$ cat src/verilog/cpu_exec_pkg.sv
/*
 Constants, operation codes and state codes shared by the execution unit.
 Assumes a byte-wide data path with 16-bit data and program addresses.
*/
package cpu_exec_pkg;
	localparam int DATA_W = 8;
	localparam int ADDR_W = 16;
	localparam int REG_NUM = 32;
	// Operation codes handed over by the decoder
	typedef enum logic [4:0] {
		OP_NOP = 5'h00,
		OP_RRC = 5'h01,
		OP_SRA = 5'h02,
		OP_SWAP = 5'h03,
		OP_FSET = 5'h04,
		OP_FCLR = 5'h05,
		OP_TSTO = 5'h06,
		OP_TLD = 5'h07,
		OP_LD = 5'h08,
		OP_LDQ = 5'h09,
		OP_LDA = 5'h0a,
		OP_ST = 5'h0b,
		OP_STQ = 5'h0c,
		OP_STA = 5'h0d,
		OP_PRD = 5'h0e,
		OP_PUSH = 5'h0f,
		OP_POP = 5'h10,
		OP_WDOG = 5'h11,
		OP_BREAK = 5'h12
	} op_e;
	// Sequencer states
	typedef enum logic [2:0] {
		S_IDLE = 3'b000,
		S_MEM = 3'b001,
		S_PWAIT = 3'b010,
		S_PREAD = 3'b011,
		S_HALT = 3'b100
	} state_e;
	// Status flag bit positions
	localparam logic [2:0] FLAG_C = 3'h0;
	localparam logic [2:0] FLAG_Z = 3'h1;
	localparam logic [2:0] FLAG_N = 3'h2;
	localparam logic [2:0] FLAG_V = 3'h3;
	localparam logic [2:0] FLAG_S = 3'h4;
	localparam logic [2:0] FLAG_H = 3'h5;
	localparam logic [2:0] FLAG_T = 3'h6;
	localparam logic [2:0] FLAG_I = 3'h7;
	// Pointer pair select and addressing mode
	localparam logic [1:0] PTR_X = 2'h0;
	localparam logic [1:0] PTR_Y = 2'h1;
	localparam logic [1:0] PTR_Z = 2'h2;
	localparam logic [4:0] PTR_BASE = 5'h1a;
	localparam logic [1:0] MODE_PLAIN = 2'h0;
	localparam logic [1:0] MODE_INC = 2'h1;
	localparam logic [1:0] MODE_DEC = 2'h2;
	// Register port map
	localparam logic [5:0] ADDR_FLAGS = 6'h20;
	localparam logic [5:0] ADDR_SP_LO = 6'h21;
	localparam logic [5:0] ADDR_SP_HI = 6'h22;
	localparam logic [15:0] SP_DEFAULT = 16'h00ff;
	localparam logic [15:0] SP_FLOOR = 16'h0020;
endpackage

$ cat src/verilog/cpu_exec_unit.sv
/*
 Execution unit for shift, bit transfer, flag, load/store, program read,
 stack and control operations, with its own working registers and flags.
 Assumes a decoder presenting one operation at a time, a data memory with
 combinational read, and a program memory answering one cycle after a read.
*/
// Summary of operation
// - Rotate right through carry: old carry to bit 7, bit 0 to carry.
// - Bit store copies a register bit into the transfer flag, one cycle.
// - Bit load writes the transfer flag into a register bit, one cycle.
// - Set or clear any single flag by index, others untouched, one cycle.
// - Post-increment load reads at pointer then bumps pointer, two cycles.
// - Pre-decrement load lowers pointer first, then reads, two cycles.
// - Displaced load reads at pointer plus displacement, two cycles.
// - Post-increment store writes at pointer then bumps it, two cycles.
// - Pre-decrement store lowers pointer then writes there, two cycles.
// - Displaced store writes at pointer plus displacement, two cycles.
// - Direct load fetches byte at instruction address, two cycles.
// - Direct store writes byte at instruction address, two cycles.
// - Program read loads byte at third pointer, optional increment, three cycles.
// - Push stores a register on the stack in two cycles.
// - Pop retrieves the top stack byte in two cycles.
// - Debug halt only when debug is enabled; flags untouched.
// - Watchdog restart pulses the watchdog in one cycle, no flags.
`timescale 1ns/1ps
`default_nettype none
module cpu_exec_unit #(
	parameter logic [15:0] SP_RESET = cpu_exec_pkg::SP_DEFAULT
) (
	// Clock and reset
	input wire logic clk_in,
	input wire logic rst_n_in,
	// Operation request
	input wire logic op_valid_in,
	input wire logic [4:0] op_code_in,
	input wire logic [4:0] reg_d_in,
	input wire logic [2:0] bit_sel_in,
	input wire logic [1:0] ptr_sel_in,
	input wire logic [1:0] ptr_mode_in,
	input wire logic [5:0] disp_in,
	input wire logic [15:0] addr_in,
	output logic busy_out,
	output logic done_out,
	// Data memory
	output logic [15:0] dmem_addr_out,
	output logic [7:0] dmem_wdata_out,
	output logic dmem_we_out,
	output logic dmem_re_out,
	input wire logic [7:0] dmem_rdata_in,
	// Program memory
	output logic [15:0] pmem_addr_out,
	output logic pmem_re_out,
	input wire logic [7:0] pmem_rdata_in,
	// Watchdog and debug
	output logic wdt_restart_out,
	input wire logic debug_en_in,
	input wire logic debug_resume_in,
	output logic debug_halt_out,
	// Register port
	input wire logic [5:0] bus_addr_in,
	input wire logic [7:0] bus_wdata_in,
	input wire logic bus_wr_in,
	input wire logic bus_rd_in,
	output logic [7:0] bus_rdata_out,
	// Status
	output logic [7:0] status_flags_out
);
	// Stack must not sit inside the working registers
	if (SP_RESET < cpu_exec_pkg::SP_FLOOR) begin : g_sp_check
		$error("SP_RESET too low");
	end

	logic rst_meta_n;
	logic rst_n;
	logic [7:0] regs [cpu_exec_pkg::REG_NUM];
	logic [7:0] flags;
	logic [15:0] sp;
	cpu_exec_pkg::state_e state;
	logic [4:0] pend_reg;
	logic pend_load;
	logic accept;
	cpu_exec_pkg::op_e op;
	logic [7:0] d_val;
	logic [4:0] pb;
	logic [15:0] ptr_val;
	logic [7:0] next_res;
	logic [7:0] next_flags;
	logic wr_res;
	logic ptr_upd;
	logic [15:0] next_ptr;
	logic [15:0] eff_addr;
	logic is_load;
	logic is_store;
	logic bus_ok;

	// Pointer pair low register index
	function automatic logic [4:0] ptr_base(input logic [1:0] sel);
		ptr_base = cpu_exec_pkg::PTR_BASE + {2'h0, sel, 1'b0};
	endfunction

	// Reset release through two flops
	always_ff @(posedge clk_in or negedge rst_n_in) begin
		if (!rst_n_in) begin
			rst_meta_n <= 1'b0;
			rst_n <= 1'b0;
		end else begin
			rst_meta_n <= 1'b1;
			rst_n <= rst_meta_n;
		end
	end

	// Operand fetch
	assign op = cpu_exec_pkg::op_e'(op_code_in);
	assign accept = op_valid_in && (state == cpu_exec_pkg::S_IDLE);
	assign busy_out = (state != cpu_exec_pkg::S_IDLE);
	assign d_val = regs[reg_d_in];
	assign pb = (op == cpu_exec_pkg::OP_PRD) ? ptr_base(cpu_exec_pkg::PTR_Z) : ptr_base(ptr_sel_in);
	assign ptr_val = {regs[pb + 5'h01], regs[pb]};
	assign status_flags_out = flags;
	assign bus_ok = !busy_out && !op_valid_in;

	// Single-cycle result and flag computation
	always_comb begin
		next_res = d_val;
		next_flags = flags;
		wr_res = 1'b0;
		unique case (op)
			cpu_exec_pkg::OP_RRC: begin
				next_res = {flags[cpu_exec_pkg::FLAG_C], d_val[7:1]};
				wr_res = 1'b1;
			end
			cpu_exec_pkg::OP_SRA: begin
				next_res = {d_val[7], d_val[7:1]};
				wr_res = 1'b1;
			end
			cpu_exec_pkg::OP_SWAP: begin
				next_res = {d_val[3:0], d_val[7:4]};
				wr_res = 1'b1;
			end
			cpu_exec_pkg::OP_FSET: next_flags[bit_sel_in] = 1'b1;
			cpu_exec_pkg::OP_FCLR: next_flags[bit_sel_in] = 1'b0;
			cpu_exec_pkg::OP_TSTO: next_flags[cpu_exec_pkg::FLAG_T] = d_val[bit_sel_in];
			cpu_exec_pkg::OP_TLD: begin
				next_res[bit_sel_in] = flags[cpu_exec_pkg::FLAG_T];
				wr_res = 1'b1;
			end
			default: ;
		endcase
		// Shift flags: carry from bit 0, overflow is negative xor carry
		if (op == cpu_exec_pkg::OP_RRC || op == cpu_exec_pkg::OP_SRA) begin
			next_flags[cpu_exec_pkg::FLAG_C] = d_val[0];
			next_flags[cpu_exec_pkg::FLAG_N] = next_res[7];
			next_flags[cpu_exec_pkg::FLAG_Z] = (next_res == 8'h00);
			next_flags[cpu_exec_pkg::FLAG_V] = next_res[7] ^ d_val[0];
		end
	end

	// Memory address and pointer update
	always_comb begin
		is_load = (op == cpu_exec_pkg::OP_LD) || (op == cpu_exec_pkg::OP_LDQ) ||
			(op == cpu_exec_pkg::OP_LDA) || (op == cpu_exec_pkg::OP_POP);
		is_store = (op == cpu_exec_pkg::OP_ST) || (op == cpu_exec_pkg::OP_STQ) ||
			(op == cpu_exec_pkg::OP_STA) || (op == cpu_exec_pkg::OP_PUSH);
		next_ptr = ptr_val;
		ptr_upd = 1'b0;
		eff_addr = ptr_val;
		unique case (op)
			cpu_exec_pkg::OP_LD, cpu_exec_pkg::OP_ST, cpu_exec_pkg::OP_PRD: begin
				if (ptr_mode_in == cpu_exec_pkg::MODE_INC) begin
					next_ptr = ptr_val + 16'h0001;
					ptr_upd = 1'b1;
				end else if (ptr_mode_in == cpu_exec_pkg::MODE_DEC && op != cpu_exec_pkg::OP_PRD) begin
					next_ptr = ptr_val - 16'h0001;
					eff_addr = next_ptr;
					ptr_upd = 1'b1;
				end
			end
			cpu_exec_pkg::OP_LDQ, cpu_exec_pkg::OP_STQ: eff_addr = ptr_val + {10'h000, disp_in};
			cpu_exec_pkg::OP_LDA, cpu_exec_pkg::OP_STA: eff_addr = addr_in;
			cpu_exec_pkg::OP_PUSH: eff_addr = sp;
			cpu_exec_pkg::OP_POP: eff_addr = sp + 16'h0001;
			default: ;
		endcase
	end

	// Working registers
	always_ff @(posedge clk_in or negedge rst_n) begin
		if (!rst_n) begin
			for (int i = 0; i < cpu_exec_pkg::REG_NUM; i++) begin
				regs[i] <= 8'h00;
			end
		end else begin
			if (accept && wr_res) begin
				regs[reg_d_in] <= next_res;
			end
			if (accept && ptr_upd) begin
				{regs[pb + 5'h01], regs[pb]} <= next_ptr;
			end
			if (state == cpu_exec_pkg::S_MEM && pend_load) begin
				regs[pend_reg] <= dmem_rdata_in;
			end
			if (state == cpu_exec_pkg::S_PREAD) begin
				regs[pend_reg] <= pmem_rdata_in;
			end
			if (bus_wr_in && bus_ok && !bus_addr_in[5]) begin
				regs[bus_addr_in[4:0]] <= bus_wdata_in;
			end
		end
	end

	// Status flags
	always_ff @(posedge clk_in or negedge rst_n) begin
		if (!rst_n) begin
			flags <= 8'h00;
		end else if (accept) begin
			flags <= next_flags;
		end else if (bus_wr_in && bus_ok && bus_addr_in == cpu_exec_pkg::ADDR_FLAGS) begin
			flags <= bus_wdata_in;
		end
	end

	// Stack pointer
	always_ff @(posedge clk_in or negedge rst_n) begin
		if (!rst_n) begin
			sp <= SP_RESET;
		end else if (accept && op == cpu_exec_pkg::OP_PUSH) begin
			sp <= sp - 16'h0001;
		end else if (accept && op == cpu_exec_pkg::OP_POP) begin
			sp <= sp + 16'h0001;
		end else if (bus_wr_in && bus_ok && bus_addr_in == cpu_exec_pkg::ADDR_SP_LO) begin
			sp[7:0] <= bus_wdata_in;
		end else if (bus_wr_in && bus_ok && bus_addr_in == cpu_exec_pkg::ADDR_SP_HI) begin
			sp[15:8] <= bus_wdata_in;
		end
	end

	// Memory ports, driven in the cycle after the request
	always_ff @(posedge clk_in or negedge rst_n) begin
		if (!rst_n) begin
			dmem_addr_out <= 16'h0000;
			dmem_wdata_out <= 8'h00;
			dmem_we_out <= 1'b0;
			dmem_re_out <= 1'b0;
			pmem_addr_out <= 16'h0000;
			pmem_re_out <= 1'b0;
		end else begin
			dmem_we_out <= accept && is_store;
			dmem_re_out <= accept && is_load;
			pmem_re_out <= accept && op == cpu_exec_pkg::OP_PRD;
			if (accept && (is_load || is_store)) begin
				dmem_addr_out <= eff_addr;
				dmem_wdata_out <= d_val;
			end
			if (accept && op == cpu_exec_pkg::OP_PRD) begin
				pmem_addr_out <= ptr_val;
			end
		end
	end

	// Sequencer
	always_ff @(posedge clk_in or negedge rst_n) begin
		if (!rst_n) begin
			state <= cpu_exec_pkg::S_IDLE;
			pend_reg <= 5'h00;
			pend_load <= 1'b0;
			done_out <= 1'b0;
			wdt_restart_out <= 1'b0;
			debug_halt_out <= 1'b0;
		end else begin
			done_out <= 1'b0;
			wdt_restart_out <= 1'b0;
			unique case (state)
				cpu_exec_pkg::S_IDLE: begin
					if (accept) begin
						pend_reg <= reg_d_in;
						pend_load <= is_load;
						wdt_restart_out <= (op == cpu_exec_pkg::OP_WDOG);
						if (is_load || is_store) begin
							state <= cpu_exec_pkg::S_MEM;
						end else if (op == cpu_exec_pkg::OP_PRD) begin
							state <= cpu_exec_pkg::S_PWAIT;
						end else if (op == cpu_exec_pkg::OP_BREAK && debug_en_in) begin
							state <= cpu_exec_pkg::S_HALT;
							debug_halt_out <= 1'b1;
						end else begin
							done_out <= 1'b1;
						end
					end
				end
				cpu_exec_pkg::S_MEM: begin
					state <= cpu_exec_pkg::S_IDLE;
					done_out <= 1'b1;
				end
				cpu_exec_pkg::S_PWAIT: state <= cpu_exec_pkg::S_PREAD;
				cpu_exec_pkg::S_PREAD: begin
					state <= cpu_exec_pkg::S_IDLE;
					done_out <= 1'b1;
				end
				cpu_exec_pkg::S_HALT: begin
					if (debug_resume_in) begin
						state <= cpu_exec_pkg::S_IDLE;
						debug_halt_out <= 1'b0;
						done_out <= 1'b1;
					end
				end
				default: state <= cpu_exec_pkg::S_IDLE;
			endcase
		end
	end

	// Register port read, data only in the cycle after the strobe
	always_ff @(posedge clk_in or negedge rst_n) begin
		if (!rst_n) begin
			bus_rdata_out <= 8'h00;
		end else if (!bus_rd_in) begin
			bus_rdata_out <= 8'h00;
		end else if (!bus_addr_in[5]) begin
			bus_rdata_out <= regs[bus_addr_in[4:0]];
		end else if (bus_addr_in == cpu_exec_pkg::ADDR_FLAGS) begin
			bus_rdata_out <= flags;
		end else if (bus_addr_in == cpu_exec_pkg::ADDR_SP_LO) begin
			bus_rdata_out <= sp[7:0];
		end else if (bus_addr_in == cpu_exec_pkg::ADDR_SP_HI) begin
			bus_rdata_out <= sp[15:8];
		end else begin
			bus_rdata_out <= 8'h00;
		end
	end

	// Checks
	a_rotate_value: assert property (@(posedge clk_in) disable iff (!rst_n)
		accept && op == cpu_exec_pkg::OP_RRC |=> done_out &&
		regs[$past(reg_d_in)] == {$past(flags[0]), $past(d_val[7:1])} && flags[0] == $past(d_val[0]))
		else $error("rotate result wrong");
	a_shift_value: assert property (@(posedge clk_in) disable iff (!rst_n)
		accept && op == cpu_exec_pkg::OP_SRA |=>
		regs[$past(reg_d_in)] == {$past(d_val[7]), $past(d_val[7:1])} && flags[0] == $past(d_val[0]))
		else $error("shift result wrong");
	a_swap_value: assert property (@(posedge clk_in) disable iff (!rst_n)
		accept && op == cpu_exec_pkg::OP_SWAP |=>
		regs[$past(reg_d_in)] == {$past(d_val[3:0]), $past(d_val[7:4])} && flags == $past(flags))
		else $error("swap wrong");
	a_tstore_flag: assert property (@(posedge clk_in) disable iff (!rst_n)
		accept && op == cpu_exec_pkg::OP_TSTO |=> flags[6] == $past(d_val[bit_sel_in]) &&
		flags[5:0] == $past(flags[5:0]) && flags[7] == $past(flags[7]) && done_out)
		else $error("bit store wrong");
	a_tload_keep: assert property (@(posedge clk_in) disable iff (!rst_n)
		accept && op == cpu_exec_pkg::OP_TLD |=> flags == $past(flags) &&
		regs[$past(reg_d_in)][$past(bit_sel_in)] == $past(flags[6]))
		else $error("bit load wrong");
	a_flag_set: assert property (@(posedge clk_in) disable iff (!rst_n)
		accept && op == cpu_exec_pkg::OP_FSET |=> flags == ($past(flags) | (8'h01 << $past(bit_sel_in))))
		else $error("flag set wrong");
	a_load_two: assert property (@(posedge clk_in) disable iff (!rst_n)
		accept && is_load |=> dmem_re_out && !done_out ##1 done_out && !busy_out)
		else $error("load timing wrong");
	a_predec_addr: assert property (@(posedge clk_in) disable iff (!rst_n)
		accept && op == cpu_exec_pkg::OP_LD && ptr_mode_in == cpu_exec_pkg::MODE_DEC
		|=> dmem_addr_out == $past(ptr_val) - 16'h0001)
		else $error("pre-decrement address wrong");
	a_store_two: assert property (@(posedge clk_in) disable iff (!rst_n)
		accept && is_store |=> dmem_we_out && flags == $past(flags) ##1 done_out && !dmem_we_out)
		else $error("store timing wrong");
	a_pread_three: assert property (@(posedge clk_in) disable iff (!rst_n)
		accept && op == cpu_exec_pkg::OP_PRD |=> pmem_re_out ##1 !done_out ##1 done_out)
		else $error("program read timing wrong");
	a_push_addr: assert property (@(posedge clk_in) disable iff (!rst_n)
		accept && op == cpu_exec_pkg::OP_PUSH |=> dmem_we_out && dmem_addr_out == $past(sp) &&
		sp == $past(sp) - 16'h0001)
		else $error("push wrong");
	a_wdog_pulse: assert property (@(posedge clk_in) disable iff (!rst_n)
		accept && op == cpu_exec_pkg::OP_WDOG |=> wdt_restart_out && done_out ##1 !wdt_restart_out)
		else $error("watchdog pulse wrong");
	a_halt_gate: assert property (@(posedge clk_in) disable iff (!rst_n)
		accept && op == cpu_exec_pkg::OP_BREAK |=> debug_halt_out == $past(debug_en_in) &&
		flags == $past(flags))
		else $error("debug halt wrong");
endmodule
`default_nettype wire
$ cat config.mk
export PLATFORM = sky130hd
export DESIGN_NAME = cpu_exec_unit
export DESIGN_NICKNAME = d
export VERILOG_FILES = /design/src/verilog/cpu_exec_pkg.sv /design/src/verilog/cpu_exec_unit.sv
export SDC_FILE = /design/constraint.sdc
export NUM_CORES = 2
export LEC_CHECK = 0
export BUFFER_PORTS_ARGS = -buffer_cell sky130_fd_sc_hd__clkbuf_2
export CAP_MARGIN = 0
export CORE_MARGIN = 1
export CORE_UTILIZATION = 45
export CTS_BUF_LIST = sky130_fd_sc_hd__clkbuf_8
export DETAILED_ROUTE_END_ITERATION = 8
export PLACE_DENSITY_LB_ADDON = 0.12
export SYNTH_ARGS = -nofsm -noshare
export SYNTH_HDL_FRONTEND = slang
export SYNTH_SLANG_ARGS = --single-unit
$ cat constraint.sdc
create_clock -name clk_in -period 11.19 [get_ports clk_in]
set_input_delay 0.5595 -clock clk_in [delete_from_list [all_inputs] [get_ports clk_in]]
set_output_delay 0.5595 -clock clk_in [all_outputs]
set_load 0.1 [all_outputs]
# --- Yosys cells after proc, flatten, opt, wreduce, memory -nomap -nowiden ---
# Cells that the tools add are included.
totals:
  elab_cells: 257
  out_inout_bits: 63
  input_bits: 76
  regBits: 345
op_classes:
  muxes: 85
  n_eq_ne: 38
  n_reduce_logical: 54
  order_cmp: 12
  bitwise_logic: 9
  add_sub_neg: 7
ops:
  columns: ["cell", "n"]
  rows:
  - ["$bwmux 256", 6]
  - ["$mux 256", 5]
  - ["$demux 8 s5", 5]
  - ["$mux 8", 23]
  - ["$bmux 8 s5", 4]
  - ["$mux 16", 6]
  - ["$pmux 16 s5", 1]
  - ["$eq 5x4->1 const B", 8]
  - ["$add 16x1->16 const B", 2]
  - ["$pmux 8 s4", 1]
  - ["$sub 16x1->16 const B", 2]
  - ["$ge 6x6->1 const B", 5]
  - ["$lt 6x1->1 const B", 5]
  - ["$not 5->6", 5]
  - ["$logic_and 1x1->1", 24]
  - ["$eq 5x3->1 const B", 4]
  - ["$eq 6x6->1 const B", 3]
  - ["$mux 1", 18]
  - ["$add 16x6->16", 1]
  - ["$eq 5x5->1 const B", 3]
  - ["$mux 3", 5]
  - ["$ne 4x1->1 const B", 3]
  - ["$pmux 6 s2", 1]
  - ["$eq 5x2->1 const B", 2]
  - ["other kinds (39)", 63]

# --- Logic depth before layout (Yosys ltp) ---
depth:
  word_depth: 20
  mapped_depth: 19
  depth_no_buf: 14

# --- Worst setup path after synthesis ---
# OpenSTA, ideal clock, no wires.
synth_path:
  kind: "input to register"
  start: "in ptr_sel_in[0]"
  end: "reg regs[20] (netlist bit)"
  required_ns: 11.039
  stages: 19
  arrival_ns: 3.971
  path_slack_ns: 7.067
  setup_ns: 0.151
  n_path_buf: 5
  cell_sequence: "ha_1 > buf_6 > buf_8 > buf_6 > buf_2 > nor3_1 > a211oi_1 > nor3_1 > nor2_1 > inv_1 > ha_1 > nand2_1 > a211oi_1 > nand3_1 > nor2_1 > o21ai_1 > clkbuf_1 > a31oi_1 > o311ai_0"
synth_via:
  word_cells_on_any_way: 35
  classes_between: "4 x add/sub; 4 x order compare; 23 x mux; 2 x bitwise; 2 x reduce/logical"
synth_rtl:
  columns: ["item", "line_no", "text"]
  rows:
  - ["from (decl)", "cpu_exec_unit.sv:38", "input wire logic [1:0] ptr_sel_in,"]
  - ["$add 4x4->5 (*)", "cpu_exec_unit.sv:98", "ptr_base = cpu_exec_pkg::PTR_BASE + {2'h0, sel, 1'b0};"]
  - ["$mux 5 (*)", "cpu_exec_unit.sv:117", "assign pb = (op == cpu_exec_pkg::OP_PRD) ? ptr_base(cpu_exec_pkg::PTR_Z) : ptr_base(ptr_sel_in);"]
  - ["$not 5->6 (not written as such) (*)", "cpu_exec_unit.sv:118", "assign ptr_val = {regs[pb + 5'h01], regs[pb]};"]
  - ["$bmux 8 s5 (*)", "cpu_exec_unit.sv:118", null]
  - ["$mux 8 (not written as such) (*) (2 in a row)", "cpu_exec_unit.sv:118", null]
  - ["named net ptr_val[0]", "cpu_exec_unit.sv:85", "logic [15:0] ptr_val;"]
  - ["$sub 16x1->16", "cpu_exec_unit.sv:173", "next_ptr = ptr_val - 16'h0001;"]
  - ["$mux 16", "cpu_exec_unit.sv:172", "end else if (ptr_mode_in == cpu_exec_pkg::MODE_DEC && op != cpu_exec_pkg::OP_PRD) begin"]
  - ["[3 not listed]", null, null]
  - ["$bwmux 256 (*)", "cpu_exec_unit.sv:197", "{regs[pb + 5'h01], regs[pb]} <= next_ptr;"]
  - ["$mux 256 (*)", "cpu_exec_unit.sv:196", "if (accept && ptr_upd) begin"]
  - ["$bwmux 256", "cpu_exec_unit.sv:200", "regs[pend_reg] <= dmem_rdata_in;"]
  - ["$mux 256 (*)", "cpu_exec_unit.sv:199", "if (state == cpu_exec_pkg::S_MEM && pend_load) begin"]
  - ["$bwmux 256", "cpu_exec_unit.sv:203", "regs[pend_reg] <= pmem_rdata_in;"]
  - ["$mux 256 (*)", "cpu_exec_unit.sv:202", "if (state == cpu_exec_pkg::S_PREAD) begin"]
  - ["$bwmux 256", "cpu_exec_unit.sv:206", "regs[bus_addr_in[4:0]] <= bus_wdata_in;"]
  - ["$mux 256 (*)", "cpu_exec_unit.sv:205", "if (bus_wr_in && bus_ok && !bus_addr_in[5]) begin"]
  - ["to (signal, indexed assignment)", "cpu_exec_unit.sv:200", null]
  - ["to (signal, indexed assignment)", "cpu_exec_unit.sv:203", null]
  - ["to (signal, indexed assignment)", "cpu_exec_unit.sv:206", null]
  - ["to (decl)", "cpu_exec_unit.sv:75", "logic [7:0] regs [cpu_exec_pkg::REG_NUM];"]
# Mark *: on every way through the listed nets, which the timed path passes. The rest lies on a longest branch. The select of a mux whose other input is x is not followed.
# A chain may end at the register's enable or synchronous reset.

# --- Worst setup path after layout ---
layout_path:
  start: "in ptr_sel_in[0]"
  end: "reg regs[224] (netlist bit)"
layout_via:
  word_cells_on_any_way: 35
  classes_between: "4 x add/sub; 4 x order compare; 23 x mux; 2 x bitwise; 2 x reduce/logical"
layout_rtl:
  columns: ["item", "line_no"]
  rows:
  - ["$add 4x4->5 (*)", "cpu_exec_unit.sv:98"]
  - ["$mux 5 (*)", "cpu_exec_unit.sv:117"]
  - ["$not 5->6 (not written as such) (*)", "cpu_exec_unit.sv:118"]
  - ["$bmux 8 s5 (*)", "cpu_exec_unit.sv:118"]
  - ["$mux 8 (not written as such) (*) (2 in a row)", "cpu_exec_unit.sv:118"]
  - ["named net ptr_val[0]", "cpu_exec_unit.sv:85"]
  - ["$sub 16x1->16", "cpu_exec_unit.sv:173"]
  - ["$mux 16", "cpu_exec_unit.sv:172"]
  - ["[3 not listed]", null]
  - ["$bwmux 256 (*)", "cpu_exec_unit.sv:197"]
  - ["$mux 256 (*)", "cpu_exec_unit.sv:196"]
  - ["$bwmux 256", "cpu_exec_unit.sv:200"]
  - ["$mux 256 (*)", "cpu_exec_unit.sv:199"]
  - ["$bwmux 256", "cpu_exec_unit.sv:203"]
  - ["$mux 256 (*)", "cpu_exec_unit.sv:202"]
  - ["$bwmux 256", "cpu_exec_unit.sv:206"]
  - ["$mux 256 (*)", "cpu_exec_unit.sv:205"]
# Marked as above.

==> impl_metrics.tcl <==
set metrics [dict create \
    skew_ns 0.0541 \
    cts.sinks 345 \
    synth_top_cell_by_area "dfrtp_1" \
    syn_nets 3911 \
    rows 95 \
    hold_violations 0 \
    start_util_pct 45.5 \
    largest-register "regs" \
    yosys_warnings 0 \
    ys_seq_area_share_pct 28.2 \
    cts_max_level 3 \
    fin_crit_sh_pct 53.2 \
    synth_cell_types 102 \
    status "finished, violations left" \
    synth_xor_area_share_pct 1.37 \
    synth-simple-area-share_pct 18.5 \
    grt_pass1_wl_um 249000 \
    end_kind "register" \
    die_w_um 263 \
    vias_per_cell 7.74 \
    violations "design-rule violations, max-capacitance violations, max-slew violations" \
    synthCells 3827 \
    endpoint "regs[224]" \
    maxCapViolations 1 \
    hp-class "primary input to async pin" \
    vias 36400 \
    finalSetupTns_ns 0 \
    synth_area_sq_um 30600 \
    antenna_found_initial 11 \
    slew_headroom_pct -2.59 \
    port_buffers 138 \
    fp.dieH_um 263 \
    crit_fanout 51 \
    yosys.area_share.adder_pct 0.417 \
    clk_latency_ns 0.75 \
    ir_drop_uv 132 \
    synth.mux.area_fraction_pct 13.1 \
    drtPass1Iterations 9 \
    syn_avg_cell_area_sq_um 8.00 \
    r2r-end "regs[249]" \
    drtIter0Drc 6602 \
    cts_buffer_depth 3 \
    p_per_area_nw_per_um2 191 \
    worst_slew_pin_slew_ns 1.53 \
    cpPeakStageDelay_ns 0.85 \
    fin_nets 3850 \
    ant_nets 0 \
    rsz0062_at_grt "no" \
    yosysMostFrequentCell "nor2_1" \
    globalRouteOverflowTotal 0 \
    grt_pass1_vias 33100 \
    leakage_uw 0.0126 \
    min_period_ns 5.95 \
    root_buffer "clkbuf_8" \
    synth-edff-count 0 \
    setup_viol 0 \
    wirelength_um 178000 \
    dieArea_sq_um 69100 \
    worstSetupPathType "primary input to register" \
    dpl.hpwl_um 119000 \
    drive_gt1_share_pct 13.9 \
    critPathLaunch "ptr_sel_in[0]" \
    reg2regPathDepth 8 \
    fin_util_pct 49.6 \
    crit_required_ns 11.81 \
    grt_max_degree 75 \
    yosysTopAreaCellShare_pct 27.6 \
    path_cells "clkbuf_2, buf_4, ha_4, buf_4, nand2b_1, a2bb2oi_2, o32ai_1, nor2_1, inv_1, ha_1, nand2_1, a211oi_1, nand2_1, o32a_1, xnor2_1, o22ai_1, o21ai_0" \
    critPathLaunchType "primary input" \
    design.core.area_sq_um 67300 \
    critPathArrivalTime_ns 6.57 \
    synth_area_leaders "dfrtp_1 (28%), mux2i_1 (6.3%), a211oi_1 (6.2%), mux4_2 (6.0%), nor2_1 (5.7%)" \
    cts.reportedPaths.clkPinSlew_ns 0.06 \
    synth-seq-cells 345 \
    postSynth.asyncResetShare_pct 100 \
    routedWlPerCell_um 37.8 \
    synth_top_family_by_area "compound AO/OA/AOI/OAI gates" \
    cts_setup_buffers 0 \
    ys.flop_type "dfrtp_1" \
    drv_slew 6 \
    synthTopCellsByCount "nor2_1 (461), nand2_1 (360), dfrtp_1 (337)" \
    critPathSlowestCell "xnor2_1" \
    cts_resized 0 \
    numCtsBuffers 72 \
    grt_util_all_layers_pct 49.9 \
    cts_hold_buf 1 \
    dp_cells 4564 \
    gp_congestion 1.09 \
    max_freq_mhz 168 \
    synth_compound_area_share_pct 32.9 \
    reg2reg_setup_slack_ns 5.85 \
    r2r-start "state[1]" \
    tritoncts "yes" \
    largest_reg_flops 256 \
    layout.cells.non_filler 4705 \
    pin_count 139 \
    drc 18 \
    syn2layout_area_growth_pct 9.02 \
]
## metal layers
layer	GRT usage, %	vias up	part of all wire [%]
met5	0	-	0.033
met3	22.0	883	16
met2	67.3	3298	39
met4	33.8	8	8.2
met1	63.5	17500	36
li1	-	14700	-
## metrics by stage
step | setup slack, ns | instance area (sq um) | hold WS [ns] | power (uW)
after floorplan | 0.877 | 30600 | 0.264 | 3690
after global placement | 5.11 | 31800 | 0.326 | 4730
after detailed placement | 4.92 | 31800 | 0.335 | 4740
after CTS | 5.58 | 33300 | 0.118 | 6180
after global routing | 5.10 | 33300 | 0.139 | 6490
final | 5.24 | 33400 | 0.127 | 6380
## power breakdown
part	switching [uW]	total, uW	internal, uW
clock	685	1450	767
sequential	680	2270	1590
combinational	1780	2660	884
## final cells by class
type                    count  area (sq um)
diodes                     10          25.0
inverters                  26          97.6
clock inverters            38           228
multi-input cells        3065         20400
clock buffers              92          1270
well taps                 873          1090
flip-flops and latches    345          8650
repair buffers            256          1590
fillers                  6811         33900
## cells by family (layout without fill, tap and decap cells)
kind of cell             after synthesis  count (layout)
AO/OA/AOI/OAI                       1475            1475
XOR/XNOR                              47              47
adder cells (fa/ha/maj)               10              10
buffers and inverters                417             412
flip-flops                           345             345
multiplexers                         294             294
other                                  1              11
AND/OR/NAND/NOR                     1238            1238
## placed cells by master (no fill, tap or decap), types with 26 or more instances in the layout
master,synthesis,layout
o22ai_1,147,147
a22oi_1,89,89
a211oi_1,252,252
nand4_1,31,31
mux2i_1,194,194
nor4_1,28,26
clkbuf_2,1,134
o211ai_1,75,75
buf_4,7,119
nand2_1,360,360
o2111ai_1,29,29
o21ai_0,322,322
or3_1,26,26
dfrtp_1,337,336
mux4_2,82,82
nand3_1,57,57
clkbuf_8,0,92
xnor2_1,37,36
nor2_1,461,459
a211o_1,29,29
nor3_1,117,116
a21oi_1,239,239
inv_1,23,48
a222oi_1,70,70
## worst max-delay path: cells and delay by family
family,cells,cell delay [ns]
AND/OR/NAND/NOR,4,1.07
buffers and inverters,4,1.43
XOR/XNOR,1,0.85
adder cells (fa/ha/maj),2,0.52
AO/OA/AOI/OAI,6,2.03
## worst min-delay path by stage
stage | from | endpoint | slack (ns) | cells after the start
finish | rst_n_in | rst_n | 0.13 | 2
global route | debug_resume_in | done_out | 0.14 | 3
CTS | debug_resume_in | done_out | 0.12 | 3
detailed placement | rst_n | regs[35] | 0.34 | 0
global placement | rst_n | regs[35] | 0.33 | 0
floorplan | rst_n_in | rst_meta_n | 0.26 | 0
No activity file was read; power rests on OpenSTA's default activity.
